--- config.mk ---
export PLATFORM = sky130hd
export DESIGN_NAME = ulev_event_phy
export DESIGN_NICKNAME = d
export VERILOG_FILES = /design/src/ulev_pkg.sv /design/src/ulev_event_phy.sv
export SDC_FILE = /design/constraint.sdc
export NUM_CORES = 1
export LEC_CHECK = 0
export ABC_CLOCK_PERIOD_IN_PS = 5370
export BUFFER_PORTS_ARGS = -buffer_cell sky130_fd_sc_hd__buf_2
export CELL_PAD_IN_SITES_DETAIL_PLACEMENT = 1
export CELL_PAD_IN_SITES_GLOBAL_PLACEMENT = 2
export CORE_UTILIZATION = 29
export CTS_BUF_LIST = sky130_fd_sc_hd__clkbuf_8
export CTS_CLUSTER_DIAMETER = 30
export CTS_CLUSTER_SIZE = 12
export DETAILED_ROUTE_END_ITERATION = 8
export PLACE_DENSITY = 0.87
export SLEW_MARGIN = 0
export SYNTH_ARGS = -nofsm -noshare
export SYNTH_HDL_FRONTEND = slang
export SYNTH_HIERARCHICAL = 1
export SYNTH_SLANG_ARGS = --single-unit
--- constraint.sdc ---
create_clock -name clk -period 5.37 [get_ports clk]
set_input_delay 0.8055 -clock clk [delete_from_list [all_inputs] [get_ports clk]]
set_output_delay 0.8055 -clock clk [all_outputs]
set_load 0.05 [all_outputs]
--- src/ulev_pkg.sv ---
// Shared constants and the small change detector for the ULPI event block.
package ulev_pkg;
  // Register byte offsets.
  localparam logic [7:0] ULEV_CTRL_OFS   = 8'h00;
  localparam logic [7:0] ULEV_STATUS_OFS = 8'h04;
  // Control register fields.
  localparam int ULEV_FAULT_POL_BIT   = 0;
  localparam int ULEV_EXT_FAULT_BIT   = 1;
  localparam int ULEV_BYPASS_BIT      = 2;
  localparam int ULEV_PLUS_PD_BIT     = 3;
  localparam int ULEV_MINUS_PD_BIT    = 4;
  localparam int ULEV_DET_RISE_BIT    = 5;
  localparam int ULEV_DET_FALL_BIT    = 6;
  localparam int ULEV_VBUS_RISE_BIT   = 7;
  localparam int ULEV_VBUS_FALL_BIT   = 8;
  localparam int ULEV_CTRL_W          = 9;
  localparam logic [ULEV_CTRL_W-1:0] ULEV_CTRL_RST = 9'h000;
  // Status register fields.
  localparam int ULEV_ST_VBUS_LO   = 0;
  localparam int ULEV_ST_DETACH    = 2;
  localparam int ULEV_ST_EVENT_LO  = 3;
  localparam int ULEV_ST_DIR       = 5;
  localparam int ULEV_ST_ABORT_LO  = 8;
  localparam int ULEV_ABORT_W      = 8;
  // Receive command byte layout.
  localparam int ULEV_RXCMD_LS_LO    = 0;
  localparam int ULEV_RXCMD_VBUS_LO  = 2;
  localparam int ULEV_RXCMD_EVENT_LO = 4;
  localparam int ULEV_RXCMD_ID       = 6;
  localparam int ULEV_RXCMD_ALT      = 7;
  // Receive event codes.
  localparam logic [1:0] ULEV_EV_IDLE   = 2'h0;
  localparam logic [1:0] ULEV_EV_ACTIVE = 2'h1;
  localparam logic [1:0] ULEV_EV_ERROR  = 2'h3;
  localparam logic [1:0] ULEV_EV_DETACH = 2'h2;
  // Bus power level codes.
  localparam logic [1:0] ULEV_VB_LOW    = 2'h0;
  localparam logic [1:0] ULEV_VB_END    = 2'h1;
  localparam logic [1:0] ULEV_VB_SESS   = 2'h2;
  localparam logic [1:0] ULEV_VB_AVALID = 2'h3;

  typedef enum logic [2:0] {ST_IDLE, ST_TURN, ST_CMD, ST_RX, ST_GAP} ulev_state_type;
endpackage : ulev_pkg

`timescale 1ns/100ps
module ulev_edge #(
  parameter int W = 1
) (
  // Clock and reset.
  input  wire logic         clk,
  input  wire logic         rst_n,
  // Watched value and its change pulses.
  input  wire logic [W-1:0] d,
  output logic              changed,
  output logic              up,
  output logic              down
);
  logic [W-1:0] prev;

  always_ff @(posedge clk)
  begin
    if (!rst_n)
      prev <= '0;
    else
      prev <= d;
  end

  assign changed = (d != prev);
  assign up      = (d > prev);
  assign down    = (d < prev);
endmodule : ulev_edge

--- src/ulev_event_phy.sv ---
// Device-side ULPI receive event signalling, bus power reporting and register bus.
`timescale 1ns/100ps
module ulev_event_phy
  import ulev_pkg::*;
(
  // Clock and reset.
  input  wire logic        clk,
  input  wire logic        rst_n,
  // APB slave.
  input  wire logic        psel,
  input  wire logic        penable,
  input  wire logic        pwrite,
  input  wire logic [7:0]  paddr,
  input  wire logic [31:0] pwdata,
  output logic             pready,
  output logic             pslverr,
  output logic [31:0]      prdata,
  // Analog front end and pins.
  input  wire logic [1:0]  line_state,
  input  wire logic        session_end,
  input  wire logic        session_valid,
  input  wire logic        a_device_bus_power_valid,
  input  wire logic        fault_in,
  input  wire logic        id_in,
  input  wire logic        host_detach_in,
  // Receive path from the serial engine.
  input  wire logic        rx_sync,
  input  wire logic        rx_valid,
  input  wire logic [7:0]  rx_byte,
  input  wire logic        rx_error,
  input  wire logic        rx_end,
  // Register access engine.
  input  wire logic        reg_busy,
  output logic             reg_abort,
  // ULPI link side.
  output logic             ulpi_dir,
  output logic             ulpi_nxt,
  output logic [7:0]       ulpi_data_out,
  output logic             ulpi_data_oe,
  // Configuration levels for the analog part.
  output logic             plus_line_pulldown,
  output logic             minus_line_pulldown
);
  import ulev_pkg::*;

  logic [ULEV_CTRL_W-1:0]  ctrl;
  logic [ULEV_ABORT_W-1:0] abort_count;
  ulev_state_type          state;
  logic                    fault_active;
  logic                    a_valid_eff;
  logic [1:0]              vbus_code;
  logic                    detach;
  logic [1:0]              rx_event;
  logic [7:0]              rxcmd;
  logic                    pending;
  logic                    pend_set;
  logic                    pend_clr;
  logic                    rx_mode;
  logic                    err_seen;
  logic                    ls_chg;
  logic                    vb_chg;
  logic                    vb_up;
  logic                    vb_down;
  logic                    det_up;
  logic                    det_down;
  logic                    dir_rise;

  assign plus_line_pulldown  = ctrl[ULEV_PLUS_PD_BIT];
  assign minus_line_pulldown = ctrl[ULEV_MINUS_PD_BIT];

  // A complemented fault input is normalised here so everything below is active high.
  assign fault_active = fault_in ^ ctrl[ULEV_FAULT_POL_BIT];
  always_comb
  begin
    if (!ctrl[ULEV_EXT_FAULT_BIT])
      a_valid_eff = a_device_bus_power_valid;
    else if (ctrl[ULEV_BYPASS_BIT])
      a_valid_eff = !fault_active;
    else
      a_valid_eff = a_device_bus_power_valid && !fault_active;
  end

  always_comb
  begin
    if (a_valid_eff)
      vbus_code = ULEV_VB_AVALID;
    else if (session_valid)
      vbus_code = ULEV_VB_SESS;
    else if (!session_end)
      vbus_code = ULEV_VB_END;
    else
      vbus_code = ULEV_VB_LOW;
  end

  // Detach is forced low outside host role so a floating comparator cannot report.
  assign detach = plus_line_pulldown && minus_line_pulldown && host_detach_in;

  ulev_edge #(.W(2)) u_ls_edge (
    .clk(clk), .rst_n(rst_n), .d(line_state), .changed(ls_chg), .up(), .down()
  );
  ulev_edge #(.W(2)) u_vb_edge (
    .clk(clk), .rst_n(rst_n), .d(vbus_code), .changed(vb_chg), .up(vb_up), .down(vb_down)
  );
  ulev_edge #(.W(1)) u_det_edge (
    .clk(clk), .rst_n(rst_n), .d(detach), .changed(), .up(det_up), .down(det_down)
  );

  always_comb
  begin
    if (detach)
      rx_event = ULEV_EV_DETACH;
    else if (rx_mode && (err_seen || rx_error))
      rx_event = ULEV_EV_ERROR;
    else if (rx_mode)
      rx_event = ULEV_EV_ACTIVE;
    else
      rx_event = ULEV_EV_IDLE;
  end

  always_comb
  begin
    rxcmd = 8'h00;
    rxcmd[ULEV_RXCMD_LS_LO +: 2]    = line_state;
    rxcmd[ULEV_RXCMD_VBUS_LO +: 2]  = vbus_code;
    rxcmd[ULEV_RXCMD_EVENT_LO +: 2] = rx_event;
    rxcmd[ULEV_RXCMD_ID]            = id_in;
    rxcmd[ULEV_RXCMD_ALT]           = 1'b0;
  end

  assign pend_set = ls_chg
                 || (vb_up && ctrl[ULEV_VBUS_RISE_BIT]) || (vb_down && ctrl[ULEV_VBUS_FALL_BIT])
                 || (det_up && ctrl[ULEV_DET_RISE_BIT])
                 || (det_down && ctrl[ULEV_DET_FALL_BIT]);
  assign pend_clr = (state == ST_CMD) || (state == ST_RX && !rx_valid);

  // A new change in the sending cycle keeps the flag; an earlier one is cleared in any ST_RX cycle with rx_valid low, which sends rxcmd unless dir drops.
  always_ff @(posedge clk)
  begin
    if (!rst_n)
      pending <= 1'b0;
    else if (pend_set)
      pending <= 1'b1;
    else if (pend_clr)
      pending <= 1'b0;
  end

  assign dir_rise = (state == ST_IDLE) && (rx_sync || pending);

  always_ff @(posedge clk)
  begin
    if (!rst_n)
      state <= ST_IDLE;
    else
      case (state)
        ST_IDLE: if (dir_rise) state <= ST_TURN;
        ST_TURN: state <= rx_mode ? ST_RX : ST_CMD;
        ST_CMD:  state <= ST_GAP;
        ST_RX:   if (rx_end || err_seen) state <= ST_GAP;
        ST_GAP:  state <= ST_IDLE;
        default: state <= ST_IDLE;
      endcase
  end

  always_ff @(posedge clk)
  begin
    if (!rst_n)
      rx_mode <= 1'b0;
    else if (state == ST_IDLE && rx_sync)
      rx_mode <= 1'b1;
    else if (state == ST_GAP)
      rx_mode <= 1'b0;
  end

  always_ff @(posedge clk)
  begin
    if (!rst_n)
      err_seen <= 1'b0;
    else if (state == ST_GAP)
      err_seen <= 1'b0;
    else if (rx_mode && rx_error)
      err_seen <= 1'b1;
  end

  // Link-facing outputs are registered, so the bus sees no decode glitches.
  always_ff @(posedge clk)
  begin
    if (!rst_n)
    begin
      ulpi_dir      <= 1'b0;
      ulpi_nxt      <= 1'b0;
      ulpi_data_out <= 8'h00;
      ulpi_data_oe  <= 1'b0;
    end
    else
      case (state)
        ST_IDLE:
        begin
          ulpi_dir     <= dir_rise;
          ulpi_nxt     <= rx_sync;
          ulpi_data_oe <= 1'b0;
        end
        ST_TURN, ST_CMD:
        begin
          ulpi_dir      <= (state == ST_TURN);
          ulpi_nxt      <= 1'b0;
          ulpi_data_out <= rxcmd;
          ulpi_data_oe  <= (state == ST_TURN);
        end
        ST_RX:
        begin
          ulpi_dir      <= !(rx_end || err_seen);
          ulpi_nxt      <= rx_valid && !rx_error && !err_seen;
          ulpi_data_out <= (rx_valid && !rx_error && !err_seen) ? rx_byte : rxcmd;
          ulpi_data_oe  <= !(rx_end || err_seen);
        end
        default:
        begin
          ulpi_dir     <= 1'b0;
          ulpi_nxt     <= 1'b0;
          ulpi_data_oe <= 1'b0;
        end
      endcase
  end

  always_ff @(posedge clk)
  begin
    if (!rst_n)
    begin
      reg_abort   <= 1'b0;
      abort_count <= '0;
    end
    else
    begin
      reg_abort <= dir_rise && reg_busy;
      if (dir_rise && reg_busy)
        abort_count <= abort_count + 1'b1;
    end
  end

  // APB: zero wait states; data and error are latched in the setup cycle.
  assign pready = 1'b1;

  always_ff @(posedge clk)
  begin
    if (!rst_n)
      ctrl <= ULEV_CTRL_RST;
    else if (psel && penable && pwrite && paddr == ULEV_CTRL_OFS)
      ctrl <= pwdata[ULEV_CTRL_W-1:0];
  end

  always_ff @(posedge clk)
  begin
    if (!rst_n)
    begin
      prdata  <= 32'h0000_0000;
      pslverr <= 1'b0;
    end
    else if (psel && !penable)
    begin
      prdata  <= 32'h0000_0000;
      pslverr <= 1'b0;
      if (paddr == ULEV_CTRL_OFS)
        prdata[ULEV_CTRL_W-1:0] <= ctrl;
      else if (paddr == ULEV_STATUS_OFS && !pwrite)
      begin
        prdata[ULEV_ST_VBUS_LO +: 2]             <= vbus_code;
        prdata[ULEV_ST_DETACH]                   <= detach;
        prdata[ULEV_ST_EVENT_LO +: 2]            <= rx_event;
        prdata[ULEV_ST_DIR]                      <= ulpi_dir;
        prdata[ULEV_ST_ABORT_LO +: ULEV_ABORT_W] <= abort_count;
      end
      else
        pslverr <= 1'b1;
    end
  end
endmodule : ulev_event_phy

## Word-level counts from Yosys, hierarchy flattened

Cells that the tools add are included.
Widths: inputs -> output; s select.

| storage, ports and cells | value |
|---|---|
| word-level logic and storage cells | 103 |
| flip-flop bits (word level) | 57 |
| output and inout bits | 48 |

| operators by class | value |
|---|---|
| equality and inequality tests | 8 |
| add/sub/neg operators | 1 |
| $lt $le $gt $ge | 4 |
| multiplexer cells | 29 |
| bitwise gates (word level) | 2 |
| reductions and logical operators | 43 |

Operators with widths:

| kind | count |
|---|---|
| $logic_and 1x1->1 | 20 |
| $mux 8 | 2 |
| $pmux 8 s2 | 1 |
| $mux 1 | 12 |
| $mux 6 | 2 |
| $pmux 3 s4 | 1 |
| $mux 2 | 5 |
| $add 8x1->8 const B | 1 |
| $eq 8x3->1 const B | 1 |
| $logic_not 8->1 | 1 |
| $logic_or 1x1->1 | 8 |
| $logic_not 1->1 | 7 |
| $mux 7 | 1 |
| $eq 3x2->1 const B | 2 |
| $mux 3 | 2 |
| $reduce_bool 2->1 | 3 |
| $pmux 1 s2 | 2 |
| $reduce_or 2->1 | 2 |
| $eq 3x1->1 const B | 1 |
| $eq 3x3->1 const B | 1 |
| $logic_not 3->1 | 1 |
| $pmux 1 s3 | 1 |
| $gt 2x2->1 | 1 |
| $lt 2x2->1 | 1 |
| 8 further kinds | 8 |

## Depth between registers and ports, before layout

Gate-level depths: netlist (run 1).

| logic depth | value |
|---|---|
| depth in word-level cells | 13 |
| depth in mapped cells | 9 |
| mapped depth without buffers | 9 |

## By module

The synthesis (run 1) kept the hierarchy.

Modules (own cells, without submodules):

| module | instances | cells each | area an instance (um^2) |
|---|---|---|---|
| ulev_event_phy | 1 | 281 | 2362.3 |
| ulev_edge at u_ls_edge ... | 2 | 12 | 113.9 |
| ulev_edge at u_det_edge | 1 | 7 | 62.6 |

## Least setup slack after synthesis (run 1)

OpenSTA, ideal clock, no wires.

| path | value |
|---|---|
| path kind | input port to flip-flop |
| start point | input paddr[5] |
| end point | register ctrl[4] |
| setup slack | 3073 ps |
| cell stages on the path | 5 |
| required time | 5238 ps |
| setup time | 132 ps |
| arrival | 2165 ps |
| path through | or4_4 or4b_1 buf_6 nand2_1 a21oi_1 |

| on the way | value |
|---|---|
| word-level cells in the longest chain between the ends | 2 |

Ends and longest elaborated chain:

| what | RTL line | source |
|---|---|---|
| start: declaration | ulev_event_phy.sv:13 | `input wire logic [7:0] paddr,` |
| $logic_not 8->1 | ulev_event_phy.sv:247 | `else if (psel && penable && pwrite && paddr == ULEV_CTRL_OFS)` |
| $logic_and 1x1->1 | ulev_event_phy.sv:247 |  |
| end signal: assignment | ulev_event_phy.sv:248 | `ctrl <= pwdata[ULEV_CTRL_W-1:0];` |
| end: declaration | ulev_event_phy.sv:46 | `logic [ULEV_CTRL_W-1:0] ctrl;` |

Every way passes these cells.
A chain may end at the register's enable or synchronous reset.

## Worst setup path after layout (run 1)

| path | value |
|---|---|
| start point | input penable |
| end point | register prdata[0] |

| on the way | value |
|---|---|
| word-level cells in the longest chain between the ends | 2 |

Ends and longest elaborated chain:

| what | RTL line | source |
|---|---|---|
| start: declaration | ulev_event_phy.sv:11 | `input wire logic penable,` |
| $logic_not 1->1 | ulev_event_phy.sv:258 | `else if (psel && !penable)` |
| $logic_and 1x1->1 | ulev_event_phy.sv:258 |  |
| end signal: indexed assignment | ulev_event_phy.sv:263 | `prdata[ULEV_CTRL_W-1:0] <= ctrl;` |
| end signal: indexed assignment | ulev_event_phy.sv:266 | `prdata[ULEV_ST_VBUS_LO +: 2] <= vbus_code;` |
| end signal: indexed assignment | ulev_event_phy.sv:267 | `prdata[ULEV_ST_DETACH] <= detach;` |
| end: declaration | ulev_event_phy.sv:17 | `output logic [31:0] prdata,` |

Every way passes these cells.

==> results of run 1 <==
[power by group through the flow]
stage / logic [µW] / registers, µW / clock network [µW]
2_1_floorplan: 108 / 511 / 0
3_3_place_gp: 184 / 471 / 0
3_5_place_dp: 188 / 472 / 0
4_1_cts: 189 / 462 / 473
5_1_grt: 203 / 466 / 489
6_report: 187 / 462 / 458
[worst max-delay path: cells and delay by family]
kind,cells,cell delay (ns)
compound gates,1,0.18
buf+inv,1,0.11
simple gates,3,1.43
[worst max path at each step]
stage                                   to  depth (start not counted)
floorplan             ctrl[4]$_SDFFE_PN0P_                          5
global placement    prdata[1]$_SDFFE_PN0P_                          5
detailed placement  prdata[0]$_SDFFE_PN0P_                          5
CTS                 prdata[0]$_SDFFE_PN0P_                          5
global route        prdata[0]$_SDFFE_PN0P_                          5
finish              prdata[0]$_SDFFE_PN0P_                          5
[metrics by stage]
step / total power, µW / util, % / std cells / setup WS (ns) / instance area, µm²
finish: 1108 / 36.89 / 489 / 3.112 / 3217
global route: 1157 / 36.89 / 489 / 2.911 / 3217
CTS: 1124 / 36.89 / 489 / 3.110 / 3217
detailed placement: 659.7 / 34.26 / 473 / 2.746 / 2988
global placement: 655.1 / 34.26 / 473 / 2.789 / 2988
floorplan: 619.1 / - / 323 / 3.073 / 2680
[cell type report]
cell class                      instances  area [µm²]  area share (%)
Multi-Input combinational cell        222        1294           40.22
Sequential cell                        57        1141           35.47
Timing Repair Buffer                   74       372.9           11.59
Clock buffer                           11       151.4           4.706
Tap cell                              108       135.1           4.201
Clock inverter                          5       77.57           2.412
Inverter                               12       45.04           1.400
[sequential cells by signal, summed over array words and instances, names as in the netlist, 2 cells and up]
register	flops
u_vb_edge/prev	2
prdata	16
ulpi_data_out	8
u_ls_edge/prev	2
abort_count	8
state	3
ctrl	9
[cell usage in the layout (no fill, tap or decap), types with 2 or more instances in the layout]
cell and count:
sky130_fd_sc_hd__buf_2 73, sky130_fd_sc_hd__dfxtp_1 57, sky130_fd_sc_hd__nand2_1 37, sky130_fd_sc_hd__nor2_1 30, sky130_fd_sc_hd__a21oi_1 20, sky130_fd_sc_hd__nand3_1 19, sky130_fd_sc_hd__conb_1 17, sky130_fd_sc_hd__o21ai_0 13
sky130_fd_sc_hd__inv_1 11, sky130_fd_sc_hd__clkbuf_8 11, sky130_fd_sc_hd__a31oi_1 9, sky130_fd_sc_hd__a22oi_1 8, sky130_fd_sc_hd__and2_1 7, sky130_fd_sc_hd__ha_1 7, sky130_fd_sc_hd__xor2_1 6, sky130_fd_sc_hd__nand2b_1 5
sky130_fd_sc_hd__a221oi_1 5, sky130_fd_sc_hd__a211oi_1 3, sky130_fd_sc_hd__o21a_1 3, sky130_fd_sc_hd__nand4_1 3, sky130_fd_sc_hd__or2_2 2, sky130_fd_sc_hd__or4_1 2, sky130_fd_sc_hd__o21bai_1 2, sky130_fd_sc_hd__and3_1 2
sky130_fd_sc_hd__nor3_1 2, sky130_fd_sc_hd__clkinv_2 2, sky130_fd_sc_hd__bufinv_16 2
[layer usage]
metal / routed length [µm] / vias to the layer above / GRT usage, %
met3: 296 / 10 / 3.453
li1: - / 1170 / -
met5: 0 / - / 0
met2: 3387 / 58 / 25.95
met4: 100 / 0 / 7.922
met1: 3283 / 1093 / 19.81
==> impl_results.rst, run 1 <==
.. list-table::
   :header-rows: 1

   * - Metric
     - Value
   * - Final weighted congestion of routability-driven global placement
     - 0.7438
   * - TNS Setup
     - 0 ns
   * - Global routing usage summed across all routing layers
     - 15.92%
   * - HP Start
     - prdata[6]$_SDFFE_PN0P_
   * - Total Die Area
     - 0.009432 mm²
   * - Hold slack final
     - 0.4661 ns
   * - Synthesized area per cell
     - 8.519 µm²
   * - Root Buffer
     - sky130_fd_sc_hd__clkbuf_8
   * - Post-CTS Setup Repair Bufs
     - 0
   * - Count of max-cap constraint violations
     - 0
   * - Vias in the first global route
     - 2401
   * - Sequential Power Share
     - 41.7%
   * - Cell count of the worst hold path
     - 2
   * - Outcome
     - finished clean
   * - Port bufs
     - 73
   * - Cell Chain, Critical Path
     - buf_2 -> nand2b_1 -> nor4_4 -> nand2b_1 -> a31oi_1
   * - Number of vias per cell
     - 4.767
   * - Switching power summed over all nets
     - 328.1 µW
   * - Clock buffer count from CTS
     - 9
   * - Number of instances in the synthesized netlist
     - 308
   * - Post-DR wirelength/cell
     - 14.45 µm
   * - Number of ports placed on the die boundary
     - 114
   * - Slowest Stage Delay on Critical Path
     - 0.81 ns
   * - Post-Syn Area
     - 0.002624 mm²
   * - Nature of the critical path endpoint
     - register
   * - Unrepaired setup endpoints after global routing
     - false
   * - Core Region
     - 0.008721 mm²
   * - Antenna violations before repair
     - 0
   * - WP data arrival
     - 2.52 ns
   * - Cts hold-fix bufs
     - 0
   * - Number of remaining DRC errors
     - 0
   * - Period utilization
     - 42.04%
   * - Critical path's most frequent cell
     - sky130_fd_sc_hd__nand2b_1
   * - Wire length of the first global-routing pass
     - 11.67 mm
   * - ANT nets after route
     - 0
   * - Layout Area Growth over Synthesis
     - 22.60%
   * - Number of cell instances on the worst register-to-register path
     - 7
   * - Critical Path Slowest Stage Cell
     - sky130_fd_sc_hd__nor4_4
   * - Number of antenna cells inserted
     - 0
   * - CTS resizes
     - 0
   * - Setup-violating endpoint count in the final report
     - 0
   * - Source-to-sink clock delay at the later pin of the worst-skew pair
     - 0.34 ns
   * - Total of warnings raised by yosys
     - 6
   * - Launch point of the critical path
     - penable
   * - Internal Dissipation
     - 779.8 µW
   * - H-Tree Depth
     - 3
   * - Highest ir drop seen on vdd
     - 0.0001658 V
   * - Largest driver fanout on the critical path
     - 17
   * - Nature of the critical path startpoint
     - input pin
   * - DRC marker count from the first detailed-route iteration
     - 87
   * - Actual slew at the worst max-slew pin
     - 0.8488 ns
   * - Width of the die
     - 97.12 µm
   * - Startpoint of the most critical register-to-register path
     - ctrl[0]$_SDFFE_PN0P_
   * - Sum of net half-perimeters after detailed placement
     - 5.200 mm
   * - CTS Sinks
     - 57
   * - Net switching fraction of the power
     - 29.62%
   * - Worst setup slack for register-to-register paths
     - 3.37 ns
   * - Num rows
     - 34
   * - Number of search-and-repair iterations in the first detailed-routing pass
     - 4
   * - Maximum frequency from static timing analysis
     - 0.4429 GHz
   * - Final-report max-slew violation count
     - 0
   * - Endpoint, Worst Hold
     - prdata[6]$_SDFFE_PN0P_
   * - Layout cell share with drive strength beyond 1
     - 26.25%
   * - Maximum clock insertion buffer count
     - 2
   * - Pwr/cell area
     - 344.4 mW/mm²
   * - Worst clock skew on the final layout
     - 0.005680 ns
   * - Critical path class
     - input pin to register
   * - Largest net degree at the start of global routing
     - 21
   * - Overflow left after global routing
     - 0
   * - Required arrival time at the worst endpoint
     - 5.64 ns
   * - Layout Nets
     - 449
   * - Layout fillers
     - 1074
   * - Number of endpoints with negative hold slack in the final report
     - 0
   * - Tightest Hold Check Type
     - register to register
   * - Detailed-route wire length
     - 7.067 mm
   * - Time the final worst path needs with I/O delays and setup
     - 2.258 ns
   * - Part of the total power dissipated in the clock network
     - 41.4%
   * - Clock slew at reported path FFs
     - 0.06 ns
   * - Vertical die dimension
     - 97.12 µm
   * - Starting density of the core
     - 30.09%
   * - CTS tree
     - built
   * - End of the worst register-to-register path
     - pending$_SDFFE_PN0P_
   * - Vias after detailed routing
     - 2331
   * - Tightest slew margin relative to the limit
     - 42.94%
   * - Standby leakage power
     - 0.001406 µW
   * - Comb power frac
     - 16.9%
No activity file was read; power rests on OpenSTA's default activity.
==> inputs of run 2 (changes only) <==
--- a/config.mk
+++ b/config.mk
@@ -5,16 +5,16 @@
 export SDC_FILE = /design/constraint.sdc
 export NUM_CORES = 1
 export LEC_CHECK = 0
-export ABC_CLOCK_PERIOD_IN_PS = 5370
+export ABC_CLOCK_PERIOD_IN_PS = 2000
 export BUFFER_PORTS_ARGS = -buffer_cell sky130_fd_sc_hd__buf_2
 export CELL_PAD_IN_SITES_DETAIL_PLACEMENT = 1
 export CELL_PAD_IN_SITES_GLOBAL_PLACEMENT = 2
-export CORE_UTILIZATION = 29
+export CORE_UTILIZATION = 24
 export CTS_BUF_LIST = sky130_fd_sc_hd__clkbuf_8
 export CTS_CLUSTER_DIAMETER = 30
 export CTS_CLUSTER_SIZE = 12
 export DETAILED_ROUTE_END_ITERATION = 8
-export PLACE_DENSITY = 0.87
+export PLACE_DENSITY = 0.77
 export SLEW_MARGIN = 0
 export SYNTH_ARGS = -nofsm -noshare
 export SYNTH_HDL_FRONTEND = slang
==> constraint.sdc (replaced) <==
create_clock -name clk -period 2 [get_ports clk]
set_input_delay 0.3 -clock clk [delete_from_list [all_inputs] [get_ports clk]]
set_output_delay 0.3 -clock clk [all_outputs]
set_load 0.05 [all_outputs]
==> impl_results.rst, run 2 (synthesis results as in run 1) <==
.. list-table::
   :header-rows: 1

   * - Metric
     - Value
   * - Outcome
     - finished clean
   * - Nature of the critical path endpoint
     - register
   * - H-Tree Depth
     - 3 (unchanged)
   * - Detailed-route wire length
     - 7.704 mm (+9.0%)
   * - Vertical die dimension
     - 106.6 µm (+9.7%)
   * - Number of search-and-repair iterations in the first detailed-routing pass
     - 4 (unchanged)
   * - Maximum clock insertion buffer count
     - 2 (unchanged)
   * - Final Instance Count excl. Fillers
     - 533 (+9.0%)
   * - Post-DR wirelength/cell
     - 14.45 µm (about the same)
   * - Critical Path Slowest Stage Cell
     - sky130_fd_sc_hd__dfxtp_1
   * - Slowest Stage Delay on Critical Path
     - 0.36 ns (-0.45 ns)
   * - Critical path class
     - register to register
   * - Time the final worst path needs with I/O delays and setup
     - 1.891 ns
   * - Final weighted congestion of routability-driven global placement
     - 0.7749 (+4.2%)
   * - Source-to-sink clock delay at the later pin of the worst-skew pair
     - 0.34 ns (about the same)
   * - Cell Chain, Critical Path
     - a211oi_1 -> a31oi_2 -> ha_1 -> nor2b_4 -> o21a_1 -> a222oi_1 -> a31oi_1
   * - Tightest slew margin relative to the limit
     - 65.05% (+22 points)
   * - Wire length of the first global-routing pass
     - 12.45 mm (+6.7%)
   * - Width of the die
     - 106.6 µm (+9.7%)
   * - Tightest Hold Check Type
     - input pin to register
   * - Layout cell share with drive strength beyond 1
     - 29.72% (+3.5 points)
   * - Layout Area Growth over Synthesis
     - 28.56%
   * - Top reg by flops
     - prdata
   * - Num rows
     - 37 (+8.8%)
   * - Largest net degree at the start of global routing
     - 36 (+71%)
   * - DRC marker count from the first detailed-route iteration
     - 55 (-37%)
   * - Starting density of the core
     - 25.08% (-5.0 points)
   * - CTS tree
     - built
   * - Number of remaining DRC errors
     - 0 (unchanged)
   * - Flip-flop count of the largest register after layout
     - 16 (unchanged)
   * - Actual slew at the worst max-slew pin
     - 0.5231 ns (-0.3257 ns)
   * - Largest driver fanout on the critical path
     - 4 (-13)
   * - Unrepaired setup endpoints after global routing
     - false
   * - Overflow left after global routing
     - 0 (unchanged)
   * - Root Buffer
     - sky130_fd_sc_hd__clkbuf_8
   * - Core Region
     - 0.01046 mm² (+20%)
   * - Count of max-cap constraint violations
     - 0 (unchanged)
   * - Period utilization
     - 94.57%
   * - Nature of the critical path startpoint
     - register
   * - Vias after detailed routing
     - 2455 (+5.3%)
   * - Final-report max-slew violation count
     - 0 (unchanged)
   * - Port bufs
     - 73 (unchanged)
   * - Required arrival time at the worst endpoint
     - 2.21 ns (-3.43 ns)
   * - Number of endpoints with negative hold slack in the final report
     - 0 (unchanged)
   * - Highest ir drop seen on vdd
     - 0.0003627 V (+120%)
   * - Setup-violating endpoint count in the final report
     - 0 (unchanged)
   * - Highest-count cells in the layout ignoring fill and taps
     - sky130_fd_sc_hd__buf_2 (73), sky130_fd_sc_hd__dfxtp_1 (56), sky130_fd_sc_hd__nand2_1 (37)
   * - Hold slack final
     - 0.2118 ns (-0.2543 ns)
   * - Clock slew at reported path FFs
     - 0.06 ns (about the same)
   * - Layout fillers
     - 1293 (+20%)
   * - Number of cells in the design after placement
     - 517 (+9.3%)
   * - Layout Nets
     - 466 (+3.8%)
   * - Sum of net half-perimeters after detailed placement
     - 5.646 mm (+8.6%)
   * - ANT nets after route
     - 0 (unchanged)
   * - Number of antenna cells inserted
     - 0 (unchanged)
   * - Global routing usage summed across all routing layers
     - 14.33% (-1.6 points)
   * - Clock buffer count from CTS
     - 9 (unchanged)
   * - Biggest regs
     - prdata (16), ctrl (9)
   * - Area of the multi-input gates
     - 0.001308 mm² (+1.1%)
   * - CTS Sinks
     - 57 (unchanged)
   * - Worst clock skew on the final layout
     - 0.007174 ns (+0.001493 ns)
   * - Standby leakage power
     - 0.001484 µW (+5.5%)
   * - Leading cell type in the layout, fill and taps excluded
     - sky130_fd_sc_hd__buf_2
   * - Total Die Area
     - 0.01135 mm² (+20%)
   * - WP data arrival
     - 2.10 ns (-0.42 ns)
   * - Pwr/cell area
     - 843.6 mW/mm² (+140%)
   * - Number of ports placed on the die boundary
     - 114 (unchanged)
   * - Maximum frequency from static timing analysis
     - 0.5287 GHz
   * - Antenna violations before repair
     - 0 (unchanged)
   * - Vias in the first global route
     - 2509 (+4.5%)
   * - Number of vias per cell
     - 4.606 (-3.4%)
   * - Sequential cell area
     - 0.001142 mm² (+0.11%)
## run 2: layout make-up
type	count	area share, %
well taps	136	5.044
inverters	12	1.335
multi-input cells	222	38.76
clock inverters	4	1.298
flip-flops and latches	57	33.87
clock buffers	11	4.488
repair buffers	91	15.21
## run 2: worst paths after layout
kind,start,end,slack (ns),cells after the start
max,ctrl[2]$_SDFFE_PN0P_,pending$_SDFFE_PN0P_,0.11,7
max reg2reg,ctrl[2]$_SDFFE_PN0P_,pending$_SDFFE_PN0P_,0.11,7
min,pwdata[7],ctrl[7]$_SDFFE_PN0P_,0.21,3
min reg2reg,prdata[6]$_SDFFE_PN0P_,prdata[6]$_SDFFE_PN0P_,0.47,2
## run 2: layer usage
layer,GRT usage (%),part of all wire (%)
met5,0,0
met4,4.403,1.3
met3,4.537,5.0
met2,25.60,51
met1,16.15,42
## run 2: through the flow
step | total power, µW | instance area (µm²) | setup WS (ns) | utilization, % | TNS [ns]
CTS | 2877 | 3351 | 0.08256 | 32.03 | 0
finish | 2846 | 3373 | 0.1086 | 32.24 | 0
floorplan | 1662 | 2680 | 0.2086 | - | 0
global placement | 1788 | 3156 | 0.002857 | 30.16 | 0
global route | 2978 | 3373 | 0.004569 | 32.24 | 0
detailed placement | 1798 | 3156 | -0.002317 | 30.16 | -0.002317
## run 2: where the power goes
group	internal (µW)	total, µW	switching [µW]	leakage, µW
clock network	627	1070	442	0.000106
logic	155	531	376	0.000912
registers	1190	1250	51.4	0.000465
## run 2: timing repair
action	in CTS	in global routing
setup endpoints to repair	0	1
endpoints found under the hold margin	0	0
gates resized for setup	0	3
hold buffers	0	0
setup buffers	0	1
## run 2: critical path: cells and delay by family (launching register included)
family                   cells  cell delay (ns)
AND/OR/NAND/NOR              1             0.13
AO/OA/AOI/OAI                5             0.94
flip-flops                   1             0.36
adder cells (fa/ha/maj)      1             0.33
